--- src/design/bstp_pkg.sv ---
// package for the boundary-scan test port: states, codes, lengths, carriers
package bstp_pkg;

   // instruction register length and a few instruction codes
   localparam int IR_LEN = 10;
   localparam int TLR_TMS_ONES = 5;
   localparam logic [9:0] INSN_EXTEST    = 10'h000;
   localparam logic [9:0] INSN_SAMPLE    = 10'h005;
   localparam logic [9:0] INSN_IDCODE    = 10'h006;
   localparam logic [9:0] INSN_USERCODE  = 10'h007;
   localparam logic [9:0] INSN_CLAMP     = 10'h00A;
   localparam logic [9:0] INSN_HIGHZ     = 10'h00B;
   localparam logic [9:0] INSN_CONFIG    = 10'h002;
   localparam logic [9:0] INSN_BYPASS    = 10'h3FF;
   // fixed low bits captured into the instruction register
   localparam logic [9:0] IR_CAPTURE     = 10'h001;
   // arbitrary identification value, not a real part
   localparam logic [31:0] IDCODE_VALUE  = 32'h1234_5679;
   localparam logic [31:0] USERCODE_VALUE = 32'hFFFF_FFFF;

   typedef enum logic [3:0] {
      BSTP_TLR, BSTP_RTI, BSTP_SEL_DR, BSTP_CAP_DR, BSTP_SH_DR, BSTP_EX1_DR,
      BSTP_PA_DR, BSTP_EX2_DR, BSTP_UPD_DR, BSTP_SEL_IR, BSTP_CAP_IR,
      BSTP_SH_IR, BSTP_EX1_IR, BSTP_PA_IR, BSTP_EX2_IR, BSTP_UPD_IR
   } bstp_state_type;

   typedef enum logic [2:0] {
      BSTP_SEL_BYPASS, BSTP_SEL_BOUNDARY, BSTP_SEL_ID, BSTP_SEL_USER
   } bstp_dr_type;

   // synchronised link pins and their tck edges
   typedef struct packed {
      logic tck;
      logic tms;
      logic tdi;
      logic tck_rise;
      logic tck_fall;
   } bstp_link_type;

endpackage : bstp_pkg

--- src/design/bstp_tap.sv ---
// boundary-scan test access port: tap controller, ir, bypass, boundary chain
// Contract
// - four test pins only: tdi, tdo, tms, tck; no test reset pin
// - all user pins held high impedance while configuring through the port
// - tdi sampled into selected register on rising tck
// - tdo updated with next bit on falling tck
// - tdo high impedance unless shifting ir or a data register
// - tms evaluated and state changed only on rising tck
// - instruction selects the action and the data register in the path
// - one-bit bypass register gives the shortest path
// - all boundary cells chained into one selectable shift register
// - each cell forces its pin or captures pin or core value
// - data shifts tdi through the selected register to tdo
// - tdi feeds the ir while shifting ir; decode steers data registers
// - five tms-high clocks reach test-logic-reset; loads identification
// - instruction register is ten bits; each ir scan shifts ten bits
// - tdo driven from first fall in shift state until first fall after
// - standard sixteen-state tap controller on rising tck
`timescale 1ns/100ps
`default_nettype none
module bstp_tap #(
   parameter int N_PINS = 8
) (
   input  wire logic              sys_clk_in,
   input  wire logic              rst_in,
   input  wire logic              tck_in,
   input  wire logic              tms_in,
   input  wire logic              tdi_in,
   output logic                   tdo_out,
   output logic                   tdo_oe_out,
   input  wire logic [N_PINS-1:0] core_out_in,
   input  wire logic [N_PINS-1:0] core_oe_in,
   input  wire logic [N_PINS-1:0] pin_in,
   output logic      [N_PINS-1:0] core_in_out,
   output logic      [N_PINS-1:0] pin_out,
   output logic      [N_PINS-1:0] pin_oe_out,
   output logic                   config_active_out
);
   localparam int BSR_LEN = 3 * N_PINS;

   typedef struct packed {
      bstp_pkg::bstp_state_type state;
      logic [bstp_pkg::IR_LEN-1:0] ir_sh;
      logic [bstp_pkg::IR_LEN-1:0] ir;
      logic                        bypass;
      logic [31:0]                 id_sh;
      logic [BSR_LEN-1:0]          bsr_sh;
      logic [BSR_LEN-1:0]          bsr_upd;
      logic                        tdo;
      logic                        tdo_oe;
   } bstp_tap_st_type;

   bstp_pkg::bstp_link_type link;
   bstp_tap_st_type st;
   bstp_tap_st_type next_st;
   bstp_pkg::bstp_dr_type dr_sel;
   logic [BSR_LEN-1:0] bsr_cap;
   logic ext_mode;
   logic highz_mode;
   logic shifting;
   logic sel_bit;

   // pins pass two flops before any logic reads them
   bstp_sync u_sync (
      .sys_clk_in (sys_clk_in),
      .rst_in     (rst_in),
      .tck_in     (tck_in),
      .tms_in     (tms_in),
      .tdi_in     (tdi_in),
      .link_out   (link)
   );

   ////////////////////////////////////////////////////////////////////////
   // instruction decode
   always_comb begin
      dr_sel = bstp_pkg::BSTP_SEL_BYPASS;
      ext_mode = 1'b0;
      highz_mode = 1'b0;
      if (st.ir == bstp_pkg::INSN_EXTEST) begin
         dr_sel = bstp_pkg::BSTP_SEL_BOUNDARY;
         ext_mode = 1'b1;
      end else if (st.ir == bstp_pkg::INSN_SAMPLE) begin
         dr_sel = bstp_pkg::BSTP_SEL_BOUNDARY;
      end else if (st.ir == bstp_pkg::INSN_IDCODE) begin
         dr_sel = bstp_pkg::BSTP_SEL_ID;
      end else if (st.ir == bstp_pkg::INSN_USERCODE) begin
         dr_sel = bstp_pkg::BSTP_SEL_USER;
      end else if (st.ir == bstp_pkg::INSN_CLAMP) begin
         ext_mode = 1'b1;
      end else if (st.ir == bstp_pkg::INSN_HIGHZ) begin
         highz_mode = 1'b1;
      end
   end

   // configuration mode: user pins parked
   assign config_active_out = (st.ir == bstp_pkg::INSN_CONFIG) &&
                              (st.state != bstp_pkg::BSTP_TLR);

   ////////////////////////////////////////////////////////////////////////
   // boundary cells: out, oe, in per pin
   genvar gi;
   generate
      for (gi = 0; gi < N_PINS; gi++) begin : g_cell
         always_comb begin
            bsr_cap[3*gi+2] = core_out_in[gi];
            bsr_cap[3*gi+1] = core_oe_in[gi];
            bsr_cap[3*gi]   = pin_in[gi];
         end
         always_comb begin
            if (config_active_out || highz_mode) begin
               pin_out[gi]    = 1'b0;
               pin_oe_out[gi] = 1'b0;
            end else if (ext_mode) begin
               pin_out[gi]    = st.bsr_upd[3*gi+2];
               pin_oe_out[gi] = st.bsr_upd[3*gi+1];
            end else begin
               pin_out[gi]    = core_out_in[gi];
               pin_oe_out[gi] = core_oe_in[gi];
            end
            core_in_out[gi] = ext_mode ? st.bsr_upd[3*gi] : pin_in[gi];
         end
      end
   endgenerate

   ////////////////////////////////////////////////////////////////////////
   // tap controller and registers
   assign shifting = (st.state == bstp_pkg::BSTP_SH_IR) ||
                     (st.state == bstp_pkg::BSTP_SH_DR);

   always_comb begin
      case (dr_sel)
         bstp_pkg::BSTP_SEL_BOUNDARY: sel_bit = st.bsr_sh[0];
         bstp_pkg::BSTP_SEL_ID:       sel_bit = st.id_sh[0];
         bstp_pkg::BSTP_SEL_USER:     sel_bit = st.id_sh[0];
         default:                     sel_bit = st.bypass;
      endcase
   end

   always_comb begin
      next_st = st;
      if (link.tck_rise) begin
         // state moves only on a tck rise
         case (st.state)
            bstp_pkg::BSTP_TLR: next_st.state = link.tms ?
               bstp_pkg::BSTP_TLR : bstp_pkg::BSTP_RTI;
            bstp_pkg::BSTP_RTI: next_st.state = link.tms ?
               bstp_pkg::BSTP_SEL_DR : bstp_pkg::BSTP_RTI;
            bstp_pkg::BSTP_SEL_DR: next_st.state = link.tms ?
               bstp_pkg::BSTP_SEL_IR : bstp_pkg::BSTP_CAP_DR;
            bstp_pkg::BSTP_CAP_DR: next_st.state = link.tms ?
               bstp_pkg::BSTP_EX1_DR : bstp_pkg::BSTP_SH_DR;
            bstp_pkg::BSTP_SH_DR: next_st.state = link.tms ?
               bstp_pkg::BSTP_EX1_DR : bstp_pkg::BSTP_SH_DR;
            bstp_pkg::BSTP_EX1_DR: next_st.state = link.tms ?
               bstp_pkg::BSTP_UPD_DR : bstp_pkg::BSTP_PA_DR;
            bstp_pkg::BSTP_PA_DR: next_st.state = link.tms ?
               bstp_pkg::BSTP_EX2_DR : bstp_pkg::BSTP_PA_DR;
            bstp_pkg::BSTP_EX2_DR: next_st.state = link.tms ?
               bstp_pkg::BSTP_UPD_DR : bstp_pkg::BSTP_SH_DR;
            bstp_pkg::BSTP_UPD_DR: next_st.state = link.tms ?
               bstp_pkg::BSTP_SEL_DR : bstp_pkg::BSTP_RTI;
            bstp_pkg::BSTP_SEL_IR: next_st.state = link.tms ?
               bstp_pkg::BSTP_TLR : bstp_pkg::BSTP_CAP_IR;
            bstp_pkg::BSTP_CAP_IR: next_st.state = link.tms ?
               bstp_pkg::BSTP_EX1_IR : bstp_pkg::BSTP_SH_IR;
            bstp_pkg::BSTP_SH_IR: next_st.state = link.tms ?
               bstp_pkg::BSTP_EX1_IR : bstp_pkg::BSTP_SH_IR;
            bstp_pkg::BSTP_EX1_IR: next_st.state = link.tms ?
               bstp_pkg::BSTP_UPD_IR : bstp_pkg::BSTP_PA_IR;
            bstp_pkg::BSTP_PA_IR: next_st.state = link.tms ?
               bstp_pkg::BSTP_EX2_IR : bstp_pkg::BSTP_PA_IR;
            bstp_pkg::BSTP_EX2_IR: next_st.state = link.tms ?
               bstp_pkg::BSTP_UPD_IR : bstp_pkg::BSTP_SH_IR;
            default: next_st.state = link.tms ?
               bstp_pkg::BSTP_SEL_DR : bstp_pkg::BSTP_RTI;
         endcase

         // register actions belong to the state being left at this rise
         case (st.state)
            bstp_pkg::BSTP_TLR: begin
               next_st.ir = bstp_pkg::INSN_IDCODE;
            end
            bstp_pkg::BSTP_CAP_IR: begin
               next_st.ir_sh = bstp_pkg::IR_CAPTURE;
            end
            bstp_pkg::BSTP_SH_IR: begin
               next_st.ir_sh = {link.tdi, st.ir_sh[bstp_pkg::IR_LEN-1:1]};
            end
            bstp_pkg::BSTP_UPD_IR: begin
               next_st.ir = st.ir_sh;
            end
            bstp_pkg::BSTP_CAP_DR: begin
               next_st.bypass = 1'b0;
               next_st.bsr_sh = bsr_cap;
               next_st.id_sh = (dr_sel == bstp_pkg::BSTP_SEL_USER) ?
                  bstp_pkg::USERCODE_VALUE : bstp_pkg::IDCODE_VALUE;
            end
            bstp_pkg::BSTP_SH_DR: begin
               case (dr_sel)
                  bstp_pkg::BSTP_SEL_BOUNDARY: next_st.bsr_sh =
                     {link.tdi, st.bsr_sh[BSR_LEN-1:1]};
                  bstp_pkg::BSTP_SEL_ID,
                  bstp_pkg::BSTP_SEL_USER: next_st.id_sh =
                     {link.tdi, st.id_sh[31:1]};
                  default: next_st.bypass = link.tdi;
               endcase
            end
            bstp_pkg::BSTP_UPD_DR: begin
               if (dr_sel == bstp_pkg::BSTP_SEL_BOUNDARY) begin
                  next_st.bsr_upd = st.bsr_sh;
               end
            end
            default: begin
            end
         endcase
      end
      if (link.tck_fall) begin
         // tdo follows the shift state at each fall
         next_st.tdo_oe = shifting;
         if (st.state == bstp_pkg::BSTP_SH_IR) begin
            next_st.tdo = st.ir_sh[0];
         end else if (st.state == bstp_pkg::BSTP_SH_DR) begin
            next_st.tdo = sel_bit;
         end
      end
   end

   always_ff @(posedge sys_clk_in or posedge rst_in) begin
      if (rst_in) begin
         st <= '{state:   bstp_pkg::BSTP_TLR,
                 ir:      bstp_pkg::INSN_IDCODE,
                 ir_sh:   '0,
                 bypass:  1'b0,
                 id_sh:   '0,
                 bsr_sh:  '0,
                 bsr_upd: '0,
                 tdo:     1'b0,
                 tdo_oe:  1'b0};
      end else begin
         st <= next_st;
      end
   end

   // only tck, tms, tdi in and tdo out form the port
   assign tdo_out    = st.tdo;
   assign tdo_oe_out = st.tdo_oe;
endmodule // bstp_tap
`default_nettype wire

--- src/design/bstp_sync.sv ---
// two-flop synchroniser and edge finder for the tap pins
`timescale 1ns/100ps
`default_nettype none
module bstp_sync (
   input  wire logic             sys_clk_in,
   input  wire logic             rst_in,
   input  wire logic             tck_in,
   input  wire logic             tms_in,
   input  wire logic             tdi_in,
   output bstp_pkg::bstp_link_type link_out
);
   typedef struct packed {
      logic [2:0] meta;
      logic [2:0] sync;
      logic       tck_old;
   } bstp_sync_st_type;

   bstp_sync_st_type st;
   bstp_sync_st_type next_st;

   always_comb begin
      next_st = st;
      next_st.meta = {tck_in, tms_in, tdi_in};
      next_st.sync = st.meta;
      next_st.tck_old = st.sync[2];
   end

   always_ff @(posedge sys_clk_in or posedge rst_in) begin
      if (rst_in) begin
         // idle levels: tms high keeps the controller in reset
         st <= '{meta: 3'b010, sync: 3'b010, tck_old: 1'b0};
      end else begin
         st <= next_st;
      end
   end

   always_comb begin
      link_out.tck      = st.sync[2];
      link_out.tms      = st.sync[1];
      link_out.tdi      = st.sync[0];
      link_out.tck_rise = st.sync[2] & ~st.tck_old;
      link_out.tck_fall = ~st.sync[2] & st.tck_old;
   end
endmodule // bstp_sync
`default_nettype wire

--- config.mk ---
export PLATFORM = sky130hd
export DESIGN_NAME = bstp_tap
export DESIGN_NICKNAME = d
export VERILOG_FILES = /design/src/design/bstp_pkg.sv /design/src/design/bstp_tap.sv /design/src/design/bstp_sync.sv
export SDC_FILE = /design/constraint.sdc
export NUM_CORES = 1
export LEC_CHECK = 0
export ABC_AREA = 1
export BUFFER_PORTS_ARGS = -buffer_cell sky130_fd_sc_hd__buf_2
export CAP_MARGIN = 5
export CORE_MARGIN = 2
export CORE_UTILIZATION = 60
export CTS_CLUSTER_DIAMETER = 40
export DETAILED_ROUTE_END_ITERATION = 16
export PLACE_DENSITY_LB_ADDON = 0.2
export SLEW_MARGIN = 25
export SYNTH_ARGS = -nofsm -noshare
export SYNTH_HDL_FRONTEND = slang
export SYNTH_SLANG_ARGS = --single-unit
--- constraint.sdc ---
create_clock -name sys_clk_in -period 10.2 [get_ports sys_clk_in]
set_input_delay 2.04 -clock sys_clk_in [delete_from_list [all_inputs] [get_ports sys_clk_in]]
set_output_delay 2.04 -clock sys_clk_in [all_outputs]
set_load 0.005 [all_outputs]
# After elaboration in Yosys (flattened, before gate mapping)
# Cells that the tools add are included.
[word_totals] latchBits=0 ram_bits=0 rom_bits=0 register_bits=114 output_inout_bits=27 n_memories=0
[op_classes] n_shift=0 n_lt_le_gt_ge=0 n_reduce_logical=21 n_eq_ne=26 add_sub_neg=0 div=0 mul=0 n_mux=78 bitwise_logic=4
[ops] cell="57-bit one-hot mux with 2 select lines" count=1
[ops] cell="32-bit two-way mux" count=2
[ops] cell="1-bit two-way mux" count=57
[ops] cell="4-bit one-hot mux with 11 select lines" count=1
[ops] cell="10-bit one-hot mux with 2 select lines" count=2
[ops] cell="4-bit == test, second input constant" count=8
[ops] cell="10-bit by 3-bit == test with 1-bit output, second input constant" count=3
[ops] cell="24-bit two-way mux" count=1
[ops] cell="10-bit by 4-bit == test with 1-bit output, second input constant" count=2
[ops] cell="4-bit by 3-bit == test with 1-bit output, second input constant" count=4
[ops] cell="4-bit two-way mux" count=4
[ops] cell="2-bit two-way mux" count=7
[ops] cell="3-bit AND reduction" count=4
[ops] cell="10-bit by 2-bit == test with 1-bit output, second input constant" count=1
[ops] cell="10-bit zero test" count=1
[ops] cell="4-bit by 2-bit == test with 1-bit output, second input constant" count=2
[ops] cell="2-bit nonzero test" count=4
[ops] cell="3-bit by 2-bit == test with 1-bit output, second input constant" count=2
[ops] cell="3-bit two-way mux" count=2
[ops] cell="2-bit inequality test, second input constant" count=3
[ops] cell="2-bit AND reduction" count=3
[ops] cell="2-bit OR reduction" count=3
[ops] cell="4-bit zero test" count=1
[ops] cell="4-bit nonzero test" count=1
[ops] cell="other kinds (7)" count=10

# Longest topological paths before layout
[logic_depth] depth_word=10 mapped_depth=10 ltp_nobuf=9

# Hierarchy
# From an unflattened synthesis, not the netlist that was laid out.
[hier_totals] cells_unflattened=669 hier_area_um2=5342.6
[modules_own_cells] module="bstp_tap" instances=1 area_each_um2=5123.7 seq_area_each_um2=2680.1 cells_each=654
[modules_own_cells] module="bstp_sync" instances=1 area_each_um2=219.0 seq_area_each_um2=177.7 cells_each=15

# Worst setup path before layout
# No wires, ideal clock.
[synth_path] kind="input to output" startpoint="input core_oe_in[0]" endpoint="output pin_oe_out[0]" n_path_buf=0 t_arrival_ps=2281 path_stages=2 slack_ps=5879 cell_sequence="nor2_1 > nor3_1"
[synth_via] elab_chain_len=2
[synth_rtl] item="start, declared" line="bstp_tap.sv:32" text="input wire logic [N_PINS-1:0] core_oe_in,"
[synth_rtl] item="1-bit two-way mux" line="bstp_tap.sv:113" text="end else if (ext_mode) begin"
[synth_rtl] item="1-bit two-way mux" line="bstp_tap.sv:110" text="if (config_active_out || highz_mode) begin"
[synth_rtl] item="end, declared" line="bstp_tap.sv:36" text="output logic [N_PINS-1:0] pin_oe_out,"
# No other way between the ends.

# Worst setup path in the final report
[layout_path] startpoint="register st[84] (netlist bit)" endpoint="output pin_out[5]"
[layout_via] elab_chain_len=9
[layout_rtl] item="start, declared" line="bstp_tap.sv:54" text="bstp_tap_st_type st;"
[layout_rtl] item="start signal, assigned" line="bstp_tap.sv:230" text="st <= '{state: bstp_pkg::BSTP_TLR,"
[layout_rtl] item="start signal, assigned" line="bstp_tap.sv:240" text="st <= next_st;"
[layout_rtl] item="10-bit by 4-bit == test with 1-bit output" line="bstp_tap.sv:90" text="end else if (st.ir == bstp_pkg::INSN_HIGHZ) begin"
[layout_rtl] item="1-bit two-way mux" line="bstp_tap.sv:90"
[layout_rtl] item="1-bit two-way mux" line="bstp_tap.sv:88" text="end else if (st.ir == bstp_pkg::INSN_CLAMP) begin"
[layout_rtl] item="1-bit two-way mux" line="bstp_tap.sv:86" text="end else if (st.ir == bstp_pkg::INSN_USERCODE) begin"
[layout_rtl] item="1-bit two-way mux" line="bstp_tap.sv:84" text="end else if (st.ir == bstp_pkg::INSN_IDCODE) begin"
[layout_rtl] item="1-bit two-way mux" line="bstp_tap.sv:82" text="end else if (st.ir == bstp_pkg::INSN_SAMPLE) begin"
[layout_rtl] item="1-bit two-way mux" line="bstp_tap.sv:79" text="if (st.ir == bstp_pkg::INSN_EXTEST) begin"
[layout_rtl] item="1-bit logical OR" line="bstp_tap.sv:110"
[layout_rtl] item="1-bit two-way mux *" line="bstp_tap.sv:110"
[layout_rtl] item="end, declared" line="bstp_tap.sv:35" text="output logic [N_PINS-1:0] pin_out,"
# Mark *: on every way between the ends. The rest lies on a longest branch, timed or not.

==> results.tsv <==
metric	value	unit
outcome	complete, no violations	
setup_tns	0	ps
Setup CP Type	flop to primary output	
post-synth net total	702	
GR Overflow Total	0	
Crit-path slowest cell	inv_1	
Reg clk slew, reported paths	50	ps
Power Density	242.1	mW/mm²
CP endpoint kind	primary output	
R2R cell count	7	
htree depth	4	
Site Rows	34	
Antenna Nets Post-Route	0	
fin nets	746	
Mapped Avg Cell Area	7.968	µm²
Synth Register Bits	114	
EDFF count, synth	0	
IO buf count	55	
top cell type's share of synthesized area	51.33	%
detailed-route wire length	11580	µm
Worst setup SP type	flop	
Finished Core Util	71.47	%
layout cells sized above 1	15.21	%
RSZ-0062 raised after global routing	no	
CTS max path bufs	2	
asr flop ratio synth	100.0	%
clock latency on the worst-skew pair	510	ps
diodes inserted	0	
Setup Fix Bufs, Post-CTS	0	
fin crit share	48.05	%
CTS Sinks	114	
Initial Util	61.79	%
vias per cell	5.450	
CP arrival	2860	ps
Max IR drop VDD	0.1327	mV
synth cell count leaders	176 x nand2_1, 110 x dfrtp_1, 78 x o21ai_1	
Most used DFF post-synth	dfrtp_1	
Cell Area, Placed	0.005607	mm²
sequential fraction of the synthesis area	53.29	%
vias in the first global route	4464	
maximum operating frequency	204.0	MHz
CTS root buf	clkbuf_8	
wire per inst	13.81	µm
CTS tree	done	
via count	4567	
most common cell in the netlist	nand2_1	
First-pass DRT Iterations	6	
Clock Skews	6.195	ps
Cell Area, Synth	0.005363	mm²
DP HPWL	7089	µm
final hold violation count	0	
largest net degree at the start of global routing	68	
Worst Hold Depth	0	
Detailed Route Iter0 Violations	340	
Register Area	0.002858	mm²
post-synth cell types	29	
Layout area overhead	15.66	%
Final setup viols	0	
Worst path max stage delay	600	ps
die area	0.009710	mm²
Slew Viols, Final	0	
Hold WC Path Type	flop to flop	
area of the multi-input gates	0.002081	mm²
initial antenna violation count	0	
MaxCap Viol Count	0	
synth top area cells	dfrtp_1 51%, nand2_1 12%, o21ai_1 7.3%, o21ai_0 5.3%, nor2_1 5.0%	
Die X	98.54	µm
Post-CTS Resized	0	
Ports	56	
Crit path required time	8160	ps
CTS buffer count	17	
Die Height	98.54	µm
Post-route DRC	0	
CP max FO	26	
Final Wtd Congestion	0.8730	
Tightest Pin Transition	834.2	ps
gr usage total	26.19	%
Tmin final	4901	ps
first-pass GRT wire length	20800	µm
Leak	0.003098	µW
crit-path cells	nor2_1 > nand2_1 > nor2_1 > nand2_1 > nand2_1 > buf_4 > inv_1 > nor2_1 > nor3_1 > buf_2	
Hold-fix buffers, CTS	0	
Cells after Synth	673	
Slew HR	44.33	%
Yosys top cell by area	dfrtp_1	
Yosys Warn Count	0	
Filler Cell Count	685	
area of the core	0.008678	mm²
final instance area	0.006202	mm²
## through the flow
step                hold slack [ps]  total power (µW)  setup WS (ps)  std cells
CTS                           350.1              1503           5358        837
global route                  356.7              1596           5054        838
detailed placement            337.9             944.0           5555        805
global placement              332.7             927.8           5560        805
finish                        348.2              1502           5299        838
floorplan                     331.2             869.3           5151        673
## where the power goes
part	switching, µW	total (µW)	leakage (µW)	internal (µW)
Combinational	216	328	0.00135	112
Clock	207	552	0.000266	345
Sequential	70.0	622	0.00148	552
Total	492	1500	0.00310	1010
## flip-flops by register name, indices dropped and copies added (netlist names)
| signal | flops |
|---|---|
| tdo_out | 1 |
| u_sync.st | 1 |
| u_sync.link_out | 3 |
| u_sync.next_st | 3 |
| tdo_oe_out | 1 |
| st | 105 |
## per-layer routing
| metal | share of wire, % | vias up | wire (µm) | global-route usage [%] |
|---|---|---|---|---|
| met2 | 49 | 138 | 5660 | 41.34 |
| li1 | - | 2267 | - | - |
| met5 | 0 | - | 0 | 0 |
| met3 | 4.7 | 15 | 540 | 5.248 |
| met1 | 45 | 2147 | 5221 | 37.23 |
| met4 | 1.3 | 0 | 153 | 7.903 |
## cells by family after synthesis
| kind of cell | after synthesis | synth area share, % |
|---|---|---|
| AOI/OAI and AO/OA | 166 | 16.08 |
| buffers and inverters | 97 | 8.189 |
| DFF | 114 | 53.29 |
| and+or+nand+nor | 296 | 22.45 |
## worst max-delay path: cells and delay by family, from the launching register on
kind                   cells  cell delay [ps]
DFF                        1              550
and+or+nand+nor            7              770
buffers and inverters      3             1000
## worst paths after layout
check                      slack, ps              start            endpoint
max                             5300             st[84]          pin_out[5]
min in group asynchronous       1630             rst_in             st[102]
max reg2reg                     7060            st[103]              st[76]
max in group asynchronous       7400             rst_in              st[46]
min                              350  u_sync.next_st[3]  u_sync.link_out[4]
min reg2reg                      350  u_sync.next_st[3]  u_sync.link_out[4]
## layout make-up
type,count,share of cell area (%)
inverters,62,3.813
clock buffers,18,6.738
flip-flops and latches,114,46.08
well taps,108,2.179
clock inverters,14,2.280
repair buffers,60,5.366
multi-input cells,462,33.55
## layout by cell type, fill, tap and decap left out, types with 5 or more instances in the layout
master,synthesis,routed
nand2_1,176,176
dfrtp_1,110,110
o21ai_1,78,78
nor2_1,71,70
o21ai_0,57,57
inv_1,57,56
buf_2,18,55
a21oi_1,21,21
nand3_1,19,19
nor3_1,17,17
clkbuf_16,0,16
clkinv_2,0,6
nand4_1,5,5
Note: power is estimated with default switching activity, not from simulation.
